## src/heater_alarm_pkg.sv

```systemverilog
// Package for the heater current alarm block: scaling, limits, timing.
// Assumes currents arrive as unsigned tenths of an ampere.
package heater_alarm_pkg;
    localparam int          CUR_W          = 16;
    // Current values in units of 0.1 A
    localparam logic [15:0] THR_ZERO       = 16'h0000;  // 0.0 A
    localparam logic [15:0] THR_FULL       = 16'h01F4;  // 50.0 A
    localparam logic [15:0] MON_MAX        = 16'h0226;  // 55.0 A
    localparam logic [15:0] SAT_CODE       = 16'hFFFF;
    localparam int          CLK_HZ         = 50_000_000;
    localparam int          MIN_ON_MS      = 100;
    localparam int          MIN_ON_CYC     = (CLK_HZ / 1000) * MIN_ON_MS;
    localparam int          FLASH_MS       = 250;
    localparam int          FLASH_CYC      = (CLK_HZ / 1000) * FLASH_MS;

    typedef struct packed {
        logic [15:0] burnout_thr;
        logic [15:0] overcur_thr;
    } chan_cfg_t;

    typedef struct packed {
        logic        underload_alarm;
        logic        overcur_alarm;
        logic [15:0] monitor;
        logic        monitor_valid;
    } chan_stat_t;
endpackage

```

## src/heater_chan.sv

```systemverilog
// One current channel: compares a sampled reading against its thresholds.
// Assumes i_sample pulses at the end of a qualifying on-time with data.
`timescale 1ns/1ns
module heater_chan
    import heater_alarm_pkg::*;
(
    input  wire logic        i_core_clk,
    input  wire logic        i_rst_b,
    input  wire logic        i_enable,
    input  wire logic        i_sample,
    input  wire logic [15:0] i_current,
    input  wire chan_cfg_t   i_cfg,
    output chan_stat_t       o_stat
);
    chan_stat_t stat_ff;
    chan_stat_t nxt_stat;

    always_comb begin
        nxt_stat = stat_ff;
        if (!i_enable) begin
            nxt_stat = '0;
        end else if (i_sample) begin
            // Zero threshold can never be undercut, so alarm stays off
            nxt_stat.underload_alarm = (i_current < i_cfg.burnout_thr) ||
                (i_cfg.burnout_thr >= THR_FULL);
            // Full-scale threshold disables, zero threshold forces on
            nxt_stat.overcur_alarm = (i_cfg.overcur_thr < THR_FULL) &&
                ((i_current > i_cfg.overcur_thr) ||
                 (i_cfg.overcur_thr == THR_ZERO));
            nxt_stat.monitor = (i_current > MON_MAX) ? SAT_CODE
                                                     : i_current;
            nxt_stat.monitor_valid = 1'b1;
        end
    end

    always_ff @(posedge i_core_clk) begin
        if (!i_rst_b) begin
            stat_ff <= '0;
        end else begin
            stat_ff <= nxt_stat;
        end
    end

    assign o_stat = stat_ff;
endmodule

```

## src/heater_current_alarm.sv

```systemverilog
// Heater current alarm: two current channels, on-time qualifying, lamp
// and display flash. Assumes a converter delivers current readings in
// tenths of an ampere, synchronous to the core clock.
`timescale 1ns/1ns
module heater_current_alarm
    import heater_alarm_pkg::*;
#(
    parameter int NUM_CH     = 2,
    parameter int MIN_ON     = MIN_ON_CYC,
    parameter int FLASH_HALF = FLASH_CYC
)
(
    input  wire logic        i_core_clk,
    input  wire logic        i_rst_b,
    input  wire logic        i_heat_out,
    input  wire logic [15:0] i_current_sense_input_1,
    input  wire logic [15:0] i_current_sense_input_2,
    input  wire logic        i_cfg_load,
    input  wire logic [15:0] i_burnout_thr_1,
    input  wire logic [15:0] i_overcur_thr_1,
    input  wire logic [15:0] i_burnout_thr_2,
    input  wire logic [15:0] i_overcur_thr_2,
    input  wire logic        i_alarm1_assigned,
    input  wire logic        i_burnout_detect_enable,
    input  wire logic        i_overcur_use_enable,
    output logic             o_underload_alarm_1,
    output logic             o_overcur_alarm_1,
    output logic             o_underload_alarm_2,
    output logic             o_overcur_alarm_2,
    output logic [15:0]      o_monitor_1,
    output logic [15:0]      o_monitor_2,
    output logic             o_heater_alarm_lamp,
    output logic             o_display_flash_1,
    output logic             o_display_flash_2
);
    // Refuse sizes that the counters and the channel array cannot serve
    if (NUM_CH < 1 || NUM_CH > 2 ||
        MIN_ON < 1 || FLASH_HALF < 1) begin : g_bad_param
        $error("heater_current_alarm: unsupported parameters");
    end

    localparam int ONW = $clog2(MIN_ON + 2);
    localparam int FLW = $clog2(FLASH_HALF + 1);

    chan_cfg_t  cfg_ff   [2];
    chan_cfg_t  nxt_cfg  [2];
    chan_stat_t stat     [2];
    logic [15:0] cur     [2];

    logic [ONW-1:0] on_cnt_ff;
    logic [ONW-1:0] nxt_on_cnt;
    logic           heat_d_ff;
    logic           nxt_heat_d;
    logic           sample;
    logic           mon_en;

    logic [FLW-1:0] fl_cnt_ff;
    logic [FLW-1:0] nxt_fl_cnt;
    logic           blink_ff;
    logic           nxt_blink;

    logic           underload1_ff;
    logic           nxt_underload1;
    logic           overcur1_ff;
    logic           nxt_overcur1;
    logic           underload2_ff;
    logic           nxt_underload2;
    logic           overcur2_ff;
    logic           nxt_overcur2;
    logic           lamp_ff;
    logic           nxt_lamp;
    logic           flash1_ff;
    logic           nxt_flash1;
    logic           flash2_ff;
    logic           nxt_flash2;
    logic           alarm1_any;
    logic           alarm2_any;
    logic [15:0]    mon1_ff;
    logic [15:0]    nxt_mon1;
    logic [15:0]    mon2_ff;
    logic [15:0]    nxt_mon2;

    assign cur[0] = i_current_sense_input_1;
    assign cur[1] = i_current_sense_input_2;

    assign mon_en = i_alarm1_assigned &&
        (i_burnout_detect_enable || i_overcur_use_enable);

    // Thresholds above full scale are clamped rather than refused
    function automatic logic [15:0] clamp(input logic [15:0] v);
        clamp = (v > THR_FULL) ? THR_FULL : v;
    endfunction

    always_comb begin
        nxt_cfg[0] = cfg_ff[0];
        nxt_cfg[1] = cfg_ff[1];
        if (i_cfg_load) begin
            nxt_cfg[0].burnout_thr = clamp(i_burnout_thr_1);
            nxt_cfg[0].overcur_thr = clamp(i_overcur_thr_1);
            nxt_cfg[1].burnout_thr = clamp(i_burnout_thr_2);
            nxt_cfg[1].overcur_thr = clamp(i_overcur_thr_2);
        end
    end

    // On-time counter saturates just past the minimum
    always_comb begin
        nxt_heat_d = i_heat_out;
        nxt_on_cnt = on_cnt_ff;
        if (i_heat_out) begin
            if (on_cnt_ff <= ONW'(MIN_ON)) begin
                nxt_on_cnt = on_cnt_ff + ONW'(1);
            end
        end else begin
            nxt_on_cnt = '0;
        end
    end

    // Sample at pulse end only if on-time exceeded the minimum
    assign sample = heat_d_ff && !i_heat_out &&
                    (on_cnt_ff > ONW'(MIN_ON));

    always_comb begin
        nxt_blink  = blink_ff;
        nxt_fl_cnt = fl_cnt_ff + FLW'(1);
        if (fl_cnt_ff >= FLW'(FLASH_HALF - 1)) begin
            nxt_fl_cnt = '0;
            nxt_blink  = !blink_ff;
        end
    end

    genvar g;
    generate
        for (g = 0; g < 2; g++) begin : g_ch
            heater_chan u_chan (
                .i_core_clk (i_core_clk),
                .i_rst_b    (i_rst_b),
                .i_enable   (mon_en && (g < NUM_CH)),
                .i_sample   (sample),
                .i_current  (cur[g]),
                .i_cfg      (cfg_ff[g]),
                .o_stat     (stat[g])
            );
        end
    endgenerate

    always_ff @(posedge i_core_clk) begin
        if (!i_rst_b) begin
            cfg_ff[0]  <= '{burnout_thr: THR_ZERO,
                           overcur_thr: THR_FULL};
            cfg_ff[1]  <= '{burnout_thr: THR_ZERO,
                           overcur_thr: THR_FULL};
            on_cnt_ff  <= '0;
            heat_d_ff  <= 1'b0;
            fl_cnt_ff  <= '0;
            blink_ff   <= 1'b0;
        end else begin
            cfg_ff[0]  <= nxt_cfg[0];
            cfg_ff[1]  <= nxt_cfg[1];
            on_cnt_ff  <= nxt_on_cnt;
            heat_d_ff  <= nxt_heat_d;
            fl_cnt_ff  <= nxt_fl_cnt;
            blink_ff   <= nxt_blink;
        end
    end

    // Per-channel alarm summary feeds the shared lamp and the flash gates
    assign alarm1_any = stat[0].underload_alarm || stat[0].overcur_alarm;
    assign alarm2_any = stat[1].underload_alarm || stat[1].overcur_alarm;

    always_comb begin
        nxt_underload1 = stat[0].underload_alarm;
        nxt_overcur1   = stat[0].overcur_alarm;
        nxt_underload2 = stat[1].underload_alarm;
        nxt_overcur2   = stat[1].overcur_alarm;
        nxt_mon1       = stat[0].monitor;
        nxt_mon2       = stat[1].monitor;
        // Lamp is shared; each display flashes only for its own channel
        nxt_lamp       = alarm1_any || alarm2_any;
        nxt_flash1     = blink_ff && alarm1_any;
        nxt_flash2     = blink_ff && alarm2_any;
    end

    // Output stage: every port comes from a flip-flop
    always_ff @(posedge i_core_clk) begin
        if (!i_rst_b) begin
            underload1_ff <= 1'b0;
            overcur1_ff   <= 1'b0;
            underload2_ff <= 1'b0;
            overcur2_ff   <= 1'b0;
            mon1_ff       <= THR_ZERO;
            mon2_ff       <= THR_ZERO;
            lamp_ff       <= 1'b0;
            flash1_ff     <= 1'b0;
            flash2_ff     <= 1'b0;
        end else begin
            underload1_ff <= nxt_underload1;
            overcur1_ff   <= nxt_overcur1;
            underload2_ff <= nxt_underload2;
            overcur2_ff   <= nxt_overcur2;
            mon1_ff       <= nxt_mon1;
            mon2_ff       <= nxt_mon2;
            lamp_ff       <= nxt_lamp;
            flash1_ff     <= nxt_flash1;
            flash2_ff     <= nxt_flash2;
        end
    end

    assign o_underload_alarm_1 = underload1_ff;
    assign o_overcur_alarm_1   = overcur1_ff;
    assign o_underload_alarm_2 = underload2_ff;
    assign o_overcur_alarm_2   = overcur2_ff;
    assign o_monitor_1         = mon1_ff;
    assign o_monitor_2         = mon2_ff;
    assign o_heater_alarm_lamp = lamp_ff;
    assign o_display_flash_1   = flash1_ff;
    assign o_display_flash_2   = flash2_ff;
endmodule

```

## config.mk

```make
export PLATFORM = sky130hd
export DESIGN_NAME = heater_current_alarm
export DESIGN_NICKNAME = d
export VERILOG_FILES = /design/src/heater_alarm_pkg.sv /design/src/heater_chan.sv /design/src/heater_current_alarm.sv
export SDC_FILE = /design/constraint.sdc
export NUM_CORES = 1
export LEC_CHECK = 0
export ABC_CLOCK_PERIOD_IN_PS = 4500
export BUFFER_PORTS_ARGS = -buffer_cell sky130_fd_sc_hd__buf_4
export CORE_MARGIN = 5
export CORE_UTILIZATION = 55
export CTS_BUF_LIST = sky130_fd_sc_hd__clkbuf_4
export DETAILED_ROUTE_END_ITERATION = 7
export GPL_ROUTABILITY_DRIVEN = 0
export GPL_TIMING_DRIVEN = 0
export PLACE_DENSITY = 0.78
export SLEW_MARGIN = 20
export SYNTH_ARGS = -nofsm -noshare
export SYNTH_HDL_FRONTEND = slang
export SYNTH_SLANG_ARGS = --single-unit
```

## constraint.sdc

```tcl
create_clock -name i_core_clk -period 4.5 [get_ports i_core_clk]
set_input_delay 0.45 -clock i_core_clk [delete_from_list [all_inputs] [get_ports i_core_clk]]
set_output_delay 0.45 -clock i_core_clk [all_outputs]
set_load 0.01 [all_outputs]
```

# Yosys cells after proc, flatten, opt, wreduce, memory -nomap -nowiden
# Memories as Yosys holds them, arrays and structs flattened.
# Cells that the tools add are included.
# totals
mem_bits_rw	64
out_inout_bits	39
mem_count	1
elab_cells	75
ff_bits	124
input_bits	103
# mem_list
name	words	word_bits	rd	rd_ports_with_merged_regs	wr	line	text
cfg_ff	2	32	2	0	2	heater_current_alarm.sv:45	chan_cfg_t cfg_ff [2];
# op_classes
n_reduce_logical	22
muxes	11
n_addsub	2
bitwise_logic	3
magnitude_cmp	17
# op_table
operator	n
16-bit two-way mux	6
16-bit by 9-bit > comparator with 1-bit output, second input constant	4
32-bit two-way mux	2
64-bit two-way mux	1
16-bit by 9-bit >= comparator with 1-bit output, second input constant	2
16-bit by 10-bit > comparator with 1-bit output, second input constant	2
16-bit > comparator	2
16-bit zero test	2
16-bit less-than comparator	2
16-bit by 9-bit less-than comparator with 1-bit output, second input constant	2
24-bit by 1-bit adder with 24-bit output, second input constant	1
24-bit >= comparator, second input constant	1
23-bit by 1-bit adder with 23-bit output, second input constant	1
23-bit > comparator, second input constant	1
23-bit less-or-equal comparator, second input constant	1
1-bit logical OR	8
1-bit logical AND	7
2-bit AND reduction	2
1-bit zero test	2
1-bit two-way mux	2
1-bit bitwise OR	2
2-bit OR reduction	1
1-bit NOT	1

# Depth between registers and ports, before layout
# Gate-level depths: netlist of run 1.
# logic_depth
word_depth	4
depth_mapped	9
depth_no_buf	8

# By module
# A second synthesis of run 1 with hierarchy kept.
# hier_totals
hier_cells	920
hier_area_um2	8564.5
# by_module_without_submodules
module	area_each_um2	cells_each	seq_area_each_um2	instances
heater_current_alarm	5504.0	566	3042.9	1
heater_chan	1530.2	177	380.4	2

# Least setup slack after synthesis of run 1
# Ideal clock, no wire load.
# synth_timing
path_kind	register to register
startpoint	register on_cnt_ff[13]
endpoint	register g_ch[1].u_chan.stat_ff (netlist bit g_ch[1].u_chan.o_stat[6])
path_buffers	2
required_time_ns	4.381
stages_incl_launch_ff	9
arrival_ns	2.014
slack_ns	2.367
setup_ns	0.119
synth_period_minus_slack_ns	2.133
path_cell_list	dfxtp_1 buf_2 or2_1 nor4_2 nor3_1 nor4b_4 nand2_2 buf_2 o221a_1
# synth_between
elab_chain_len	2
# synth_lines
item	line	text
from (decl)	heater_current_alarm.sv:50	logic [ONW-1:0] on_cnt_ff;
from (signal assigned)	heater_current_alarm.sv:159	on_cnt_ff <= nxt_on_cnt;
23-bit > comparator	heater_current_alarm.sv:120	(on_cnt_ff > ONW'(MIN_ON));
1-bit logical AND	heater_current_alarm.sv:119	assign sample = heat_d_ff && !i_heat_out &&
to (signal assigned)	heater_chan.sv:40	stat_ff <= nxt_stat;
to (decl)	heater_chan.sv:15	chan_stat_t stat_ff;
# No other way between the ends.
# A chain may end at the register's enable or synchronous reset.

# Final worst setup path of run 1
# layout_timing
startpoint	register on_cnt_ff[14]
endpoint	register g_ch[0].u_chan.stat_ff (netlist bit g_ch[0].u_chan.o_stat[7])
# layout_between
elab_chain_len	2
# layout_lines
item	line
23-bit > comparator	heater_current_alarm.sv:120
1-bit logical AND	heater_current_alarm.sv:119
to (signal assigned)	heater_chan.sv:40
to (decl)	heater_chan.sv:15
# No other way between the ends.

==> flow_summary.toml, run 1 <==
[outcome]
status = "finished clean"

[finish]
instances_no_fill = 1271
multi_input_area_mm2 = 0.004267
seqCellArea_mm2 = 0.003764
final_nets = 1237
fin_util_pct = 65.95
fill_cells = 1295
layout_commonest_cell = "dfxtp_1"
area_growth_pct = 18.21
final_cell_mix = "188 x dfxtp_1, 141 x buf_4, 76 x inv_1, 73 x and2_1, 68 x nor2_1"
drive_gt1_share_pct = 18.67

[sta]
fmax_ghz = 0.3892
setup_viol = 0
worst_pin_slew_ns = 0.9479
setup_tns_ns = 0
rsz0062_at_grt = "no"
fin_crit_ns = 2.569
timing.final.crit_share_pct = 57.10
hold_viol_final = 0
clock_skew_ns = 0.01729
slew_headroom_pct = 36.22
drv_slew = 0

[cts]
cts_root_buf = "clkbuf_4"
cts_resized = 0
path_clk_slew_ns = 0.15
post_cts_buffers = 0
cts_num_sinks = 188
cts_tree = "yes"
htree_levels = 4
cts_buffer_depth = 2
cts_hold_buf = 0
cts_made_buffers = 17
clock_latency_ns = 0.57

[min_path]
min_delay_path_depth = 3
min_to = "cfg_ff[0][37]$_SDFFE_PN1P_"
min-delay-start = "i_overcur_thr_2[5]"
min_path_type = "primary input to flop"

[synth]
synth_top_area_share_pct = 44.54
postSynthAreaPerCell_um2 = 9.285
synth-main-ff-cell = "dfxtp_1"
synthCells = 910
ys_warn_count = 0
ys_types = 52
synth_edf_count = 0
syn_nets = 1078
ys_ff_latch = 188
ys_seq_area_share_pct = 44.54
synthTopCellsByArea = "dfxtp_1 45%, ha_1 9.6%, and2_1 5.4%"
synth_area_leader_cell = "dfxtp_1"
synthesis.area_mm2 = 0.008449
async_reset_ff_share_pct = 0

[power_and_ir_drop]
p_leak_uw = 0.004270
ir_drop_v = 0.0001505
p_per_area_mw_per_mm2 = 275.5
fin_total_pwr_uw = 2752

[worst_setup_path]
worst-r2r-cell-count = 7
setup.worst_path.start_class = "flop"
worstPathMaxFanout = 10
r2r_end = "g_ch[0].u_chan.o_stat[7]$_SDFFE_PN0P_"
worst_r2r_startpoint = "on_cnt_ff[14]$_SDFFE_PN0P_"
cp.required_ns = 4.96
worstSetupPathType = "flop to flop"
end_kind = "flop"
reg2reg_setup_slack_ns = 1.93
critical_path_arrival_ns = 3.03

[floorplanning]
die_h_um = 133.9
row_count = 45
core-area_mm2 = 0.01515
dieArea_mm2 = 0.01794
die_w_um = 133.9
num_io_pins = 142
floorplan.initialDensity_pct = 55.79

[drt]
drtIter0Drc = 332
postRouteAntennaNets = 0
wl_per_cell_um = 15.46
vias = 7067
drc_errors = 0
vias_per_cell = 5.560
first_pass_iters = 5
drt_wl_total_um = 19650

[global_routing]
grt_overflow = 0
grt_pass1_vias = 6792
grt_pass1_wl_um = 31860
grt_antenna_before_repair = 2
grt_max_degree = 17
track_usage_pct = 21.99

[placed_design]
placedCellCount = 1238
dp_hpwl_um = 15620
port_buffers = 140

[job]
max_cap_viol_count = 0
worst max-delay path by stage:
| stage | startpoint | endpoint | cells past startpoint |
|---|---|---|---|
| final | on_cnt_ff[14]$_SDFFE_PN0P_ | g_ch[0].u_chan.o_stat[7]$_SDFFE_PN0P_ | 7 |
| after global routing | on_cnt_ff[14]$_SDFFE_PN0P_ | g_ch[0].u_chan.o_stat[7]$_SDFFE_PN0P_ | 7 |
| after CTS | on_cnt_ff[14]$_SDFFE_PN0P_ | g_ch[1].u_chan.o_stat[9]$_SDFFE_PN0P_ | 7 |
| after detailed placement | on_cnt_ff[14]$_SDFFE_PN0P_ | g_ch[1].u_chan.o_stat[9]$_SDFFE_PN0P_ | 7 |
| after global placement | on_cnt_ff[14]$_SDFFE_PN0P_ | g_ch[1].u_chan.o_stat[6]$_SDFFE_PN0P_ | 7 |
| after floorplan | on_cnt_ff[13]$_SDFFE_PN0P_ | g_ch[1].u_chan.o_stat[6]$_SDFFE_PN0P_ | 8 |
cells by family after synthesis:
group | synth area share (%)
simple gates | 21.62
flops | 44.54
compound gates | 14.99
buf+inv | 4.961
fa+ha+maj | 9.625
xor+xnor | 4.146
mux | 0.1185
sequential cells by signal, summed over array words and instances, names as in the netlist:
signal,flops
on_cnt_ff,23
blink_ff,1
heat_d_ff,1
fl_cnt_ff,24
o_underload_alarm_2,1
o_overcur_alarm_1,1
g_ch.u_chan.o_stat,36
o_display_flash_2,1
o_underload_alarm_1,1
o_heater_alarm_lamp,1
cfg_ff,64
o_overcur_alarm_2,1
o_display_flash_1,1
o_monitor_2,16
o_monitor_1,16
layout make-up:
cell class	count	area share, %
Antenna cell	1	0.02505
Buffer	33	1.340
Clock buffer	20	1.503
Clock inverter	12	1.002
Inverter	76	2.856
Multi-Input combinational cell	613	42.72
Sequential cell	188	37.68
Tap cell	188	2.355
Timing Repair Buffer	140	10.52
metrics by stage:
stage               cell area (um2)  worst slack [ns]  hold slack, ns
floorplan                      8449             2.367          0.4260
CTS                            9986             1.930         0.06425
global placement               9736             1.919          0.4371
global route                   9988             1.684         0.07078
finish                         9988             1.931          0.1028
detailed placement             9736             1.949          0.4413
synthesized netlist by cell type (all sizes together) (4+ instances only):
cell type  count
a21oi         27
and4          13
ha            65
buf            7
inv           76
a211oi         6
nor4b          7
nand4         17
o22ai         14
o211a         13
nand2         67
nand3         27
nor3          12
dfxtp        188
o221a         30
o21a           4
clkbuf        26
nor4          20
nor2b          9
and2          73
a31oi          9
xor2          19
o211ai         5
o21ai         31
a21o           6
a221oi         4
nand2b         6
and3          11
nor2          68
xnor2         21
layer usage:
metal	part of all wire, %	up-vias	track usage, %
met2	46	230	35.91
li1	-	3547	-
met1	45	3240	28.09
met5	0	-	0
met3	5.8	50	4.614
met4	3.3	0	9.886
power breakdown:
| part | switching (uW) | total [uW] | leakage (uW) | internal, uW |
|---|---|---|---|---|
| registers | 10.7 | 1690 | 0.00152 | 1680 |
| logic | 120 | 236 | 0.00261 | 116 |
| clock network | 540 | 829 | 0.000143 | 288 |
| total | 671 | 2750 | 0.00427 | 2080 |
critical path, stage by stage (launching register included):
cell	delay, ns
dfxtp_1	0.47
nand4_1	0.22
a311oi_2	0.34
nor3_1	0.21
nor4b_4	0.58
nand2_2	0.18
buf_2	0.25
o221a_1	0.24
(Power assumes the default switching activity.)
==> run 2, diff against run 1 <==
Settings changed: ABC_CLOCK_PERIOD_IN_PS 4500 to 2400.
Clock period 4.5 ns to 2.4 ns, I/O delays scaled along.
==> flow_summary.toml, run 2 (synthesis gave the netlist of run 1 again) <==
[worst_setup_path]
worst_r2r_startpoint = "on_cnt_ff[19]$_SDFFE_PN0P_"
worstPathMaxFanout = 10
critical_path_arrival_ns = 2.81
cp.required_ns = 2.87
end_kind = "flop"
reg2reg_setup_slack_ns = 0.06
crit_start = "on_cnt_ff[19]$_SDFFE_PN0P_"
r2r_end = "g_ch[1].u_chan.o_stat[9]$_SDFFE_PN0P_"
endpoint = "g_ch[1].u_chan.o_stat[9]$_SDFFE_PN0P_"
setup.worst_path.start_class = "flop"
worst-r2r-cell-count = 9
worstSetupPathType = "flop to flop"

[drt]
drtIter0Drc = 400
first_pass_iters = 5
drc_errors = 0
vias = 7334
vias_per_cell = 5.518
drt_wl_total_um = 20930
postRouteAntennaNets = 0
wl_per_cell_um = 15.74

[global_routing]
grt_antenna_before_repair = 2
grt_pass1_wl_um = 33590
track_usage_pct = 23.21
grt_pass1_vias = 7097
grt_overflow = 0
grt_max_degree = 17

[finish]
largest_register = "cfg_ff"
final_nets = 1295
seqCellArea_mm2 = 0.003775
area_growth_pct = 25.68
final_cell_mix = "183 x dfxtp_1, 146 x buf_4, 76 x inv_1, 73 x and2_1, 68 x nor2_1"
multi_input_area_mm2 = 0.004297
fill_cells = 1194
largest_reg_flops = 64
fin_util_pct = 70.11
drive_gt1_share_pct = 19.12
layout_commonest_cell = "dfxtp_1"

[cts]
clock_latency_ns = 0.58
htree_levels = 4
cts_tree = "yes"
path_clk_slew_ns = 0.14
cts_num_sinks = 188
cts_made_buffers = 17
cts_buffer_depth = 2
cts_root_buf = "clkbuf_4"

[min_path]
min_path_type = "primary input to flop"

[power_and_ir_drop]
p_per_area_mw_per_mm2 = 494.7
fin_total_pwr_uw = 5253
ir_drop_v = 0.0002890
p_leak_uw = 0.004535

[sta]
setup_tns_ns = 0
timing.final.crit_share_pct = 97.46
hold_viol_final = 0
worst_pin_slew_ns = 0.8086
drv_slew = 0
fmax_ghz = 0.4275
hold_ws_ns = 0.05715
setup_viol = 0
slew_headroom_pct = 45.60
rsz0062_at_grt = "yes"
clock_skew_ns = 0.01739
fin_crit_ns = 2.339

[floorplanning]
floorplan.initialDensity_pct = 55.79
row_count = 45
die_w_um = 133.9
die_h_um = 133.9
dieArea_mm2 = 0.01794
core-area_mm2 = 0.01515
num_io_pins = 142

[job]
max_cap_viol_count = 0

[outcome]
status = "finished clean"

[placed_design]
port_buffers = 140
dp_hpwl_um = 15620
run 2: report_power, final:
group,switching [uW],internal [uW],total (uW)
registers,20.2,3140,3160
clock network,1030,541,1570
logic,248,277,525
total,1290,3960,5250
run 2: metal layers:
layer | wire length [um] | track usage (%)
met5 | 0 | 0
met3 | 1148 | 4.914
met2 | 9845 | 38.52
met1 | 9211 | 28.92
met4 | 719 | 10.91
run 2: how the worst min path moves through the flow:
stage / endpoint / cells past startpoint / slack, ns / startpoint
2_1_floorplan: cfg_ff[0][18]$_SDFFE_PN0P_ / 2 / 0.37 / i_burnout_thr_1[2]
3_3_place_gp: fl_cnt_ff[0]$_SDFF_PP0_ / 1 / 0.44 / fl_cnt_ff[0]$_SDFF_PP0_
3_5_place_dp: o_monitor_1[10]$_SDFF_PN0_ / 1 / 0.44 / g_ch[0].u_chan.o_stat[11]$_SDFFE_PN0P_
4_1_cts: heat_d_ff$_SDFF_PN0_ / 3 / 0.03 / i_heat_out
5_1_grt: heat_d_ff$_SDFF_PN0_ / 3 / 0.05 / i_heat_out
6_report: heat_d_ff$_SDFF_PN0_ / 3 / 0.06 / i_heat_out
run 2: timing repair:
item                                    4_1_cts  5_1_grt
setup buffers                                 2        2
cloned                                        0        0
pin swaps                                     1        3
endpoints found under the setup margin       29       60
hold buffers                                 55        0
hold endpoints to repair                     56        0
gates resized for setup                       2       22
run 2: area by class of cell:
type,instances,area share (%)
buffer,32,1.308
sequential,188,35.55
antenna,1,0.02357
inverter,76,2.686
timing repair buffer,199,15.40
clock buffer,20,1.414
multi-input combinational,613,40.46
tap,188,2.215
clock inverter,12,0.9426
run 2: per-stage QoR:
step | cell area (um2) | worst slack, ns | instances
global placement | 9736 | -0.1811 | 1238
floorplan | 8449 | 0.2669 | 910
finish | 10620 | 0.06106 | 1329
global route | 10620 | -0.05046 | 1329
detailed placement | 9736 | -0.1515 | 1238
CTS | 10550 | 0.01696 | 1326
run 2: worst max-delay path, stage by stage, from the launching register on:
cell,delay [ns]
dfxtp_2,0.40
nand4_1,0.19
buf_4,0.20
nor4_4,0.31
nor3_2,0.13
nor4b_4,0.31
buf_6,0.17
nand2_2,0.10
buf_2,0.20
o221a_1,0.24
==> run 3, diff against run 2 <==
Settings changed: ABC_CLOCK_PERIOD_IN_PS 2400 to 2700.
Clock period 2.4 ns to 2.7 ns, I/O delays scaled along.
==> flow_summary.toml, run 3 (synthesis gave the netlist of run 1 again) <==
[global_routing]
grt_pass1_wl_um = 33440
grt_max_degree = 17
track_usage_pct = 23.08
grt_pass1_vias = 7089
grt_overflow = 0
grt_antenna_before_repair = 2

[cts]
cts_tree = "yes"
cts_num_sinks = 188
cts_resized = 0
cts_root_buf = "clkbuf_4"
path_clk_slew_ns = 0.15
cts_buffer_depth = 2
clock_latency_ns = 0.56
htree_levels = 4
cts_made_buffers = 17

[finish]
largest_register = "cfg_ff"
largest_reg_flops = 64
final_cell_mix = "188 x dfxtp_1, 143 x buf_4, 76 x inv_1, 73 x and2_1, 68 x nor2_1"
final_nets = 1291
area_growth_pct = 24.55
fill_cells = 1205
layout_commonest_cell = "dfxtp_1"
drive_gt1_share_pct = 17.96
fin_util_pct = 69.48

[min_path]
min_path_type = "primary input to flop"
min-delay-start = "i_overcur_thr_1[3]"

[floorplanning]
dieArea_mm2 = 0.01794
die_h_um = 133.9
row_count = 45
floorplan.initialDensity_pct = 55.79
num_io_pins = 142
die_w_um = 133.9
core-area_mm2 = 0.01515

[sta]
fmax_ghz = 0.4122
setup_viol = 0
slew_headroom_pct = 39.39
timing.final.crit_share_pct = 89.85
setup_tns_ns = 0
rsz0062_at_grt = "no"
fin_crit_ns = 2.426
hold_viol_final = 0
setup_slack_ns = 0.2740
drv_slew = 0
hold_ws_ns = 0.03959
worst_pin_slew_ns = 0.9008
clock_skew_ns = 0.01664

[placed_design]
dp_hpwl_um = 15620
place_ws_ns = 0.1485
port_buffers = 140

[drt]
drc_errors = 0
vias = 7339
vias_per_cell = 5.539
first_pass_iters = 7
postRouteAntennaNets = 0
drtIter0Drc = 389
drt_wl_total_um = 20640
wl_per_cell_um = 15.58

[outcome]
status = "finished clean"

[worst_setup_path]
slowest_delay_ns = 0.47
critical_path_arrival_ns = 2.85
setup.worst_path.start_class = "flop"
worstPathMaxFanout = 10
end_kind = "flop"
cp_cell_sequence = "nand4_1 -> a311oi_2 -> nor3_1 -> nor4b_4 -> buf_4 -> clkbuf_1 -> a211oi_1"
critPathSlowestCell = "dfxtp_1"
cp.required_ns = 3.13
crit_start = "on_cnt_ff[14]$_SDFFE_PN0P_"
path_buf_inv = 2
worstSetupPathType = "flop to flop"
worst_r2r_startpoint = "on_cnt_ff[14]$_SDFFE_PN0P_"
cp_top_family = "simple AND/OR/NAND/NOR gates"

[power_and_ir_drop]
p_per_area_mw_per_mm2 = 442.5
ir_drop_v = 0.0002507
p_leak_uw = 0.004498

[job]
max_cap_viol_count = 0
==> run 3: layout make-up <==
class | count | area (um2) | share of cell area [%]
Clock inverter | 12 | 100.1 | 0.9511
Multi-Input combinational cell | 613 | 4267 | 40.54
Timing Repair Buffer | 194 | 1587 | 15.08
Clock buffer | 20 | 150.1 | 1.427
Tap cell | 188 | 235.2 | 2.235
Inverter | 76 | 285.3 | 2.711
Antenna cell | 1 | 2.502 | 0.02378
Buffer | 33 | 133.9 | 1.272
Sequential cell | 188 | 3764 | 35.76
==> run 3: power by group <==
part           internal [uW]  switching (uW)  leakage (uW)  total, uW
Sequential              2790            17.9       0.00152       2810
Clock                    481             903      0.000143       1380
Combinational            243             218       0.00284        461
Total                   3520            1140       0.00450       4660
==> run 3: path summary, 6_finish.rpt <==
kind | to | slack [ns] | depth (start not counted)
worst max-delay path | g_ch[1].u_chan.o_stat[10]$_SDFFE_PN0P_ | 0.27 | 7
worst min-delay path | cfg_ff[0][3]$_SDFFE_PN0P_ | 0.04 | 4
worst max register to register | g_ch[1].u_chan.o_stat[10]$_SDFFE_PN0P_ | 0.27 | 7
worst min register to register | o_monitor_1[14]$_SDFF_PN0_ | 0.47 | 1
==> run 3: layer usage <==
layer  track usage [%]  part of all wire, %  up-vias
li1                  -                    -     3651
met1             28.75                   43     3356
met2             38.24                   47      277
met3             4.951                  6.3       55
met4             10.91                  3.6        0
met5                 0                    0        -
==> run 3: stage by stage <==
stage | area, um2 | total power, uW | cells
3_3_place_gp | 9736 | 3253 | 1238
4_1_cts | 10510 | 4689 | 1322
2_1_floorplan | 8449 | 3045 | 910
3_5_place_dp | 9736 | 3264 | 1238
5_1_grt | 10520 | 4862 | 1325
6_report | 10520 | 4657 | 1325
==> run 3: what timing repair did <==
item                                    in CTS  in global routing
hold buffers                                52                  0
endpoints found under the setup margin       0                 21
buffers inserted                             0                  2
hold endpoints to repair                    52                  0
==> run 3: worst register-to-register path: stages, from the launching register on <==
cell      delay [ns]
dfxtp_1         0.47
nand4_1         0.22
a311oi_2        0.35
nor3_1          0.22
nor4b_4         0.32
buf_4           0.20
clkbuf_1        0.38
a211oi_1        0.14
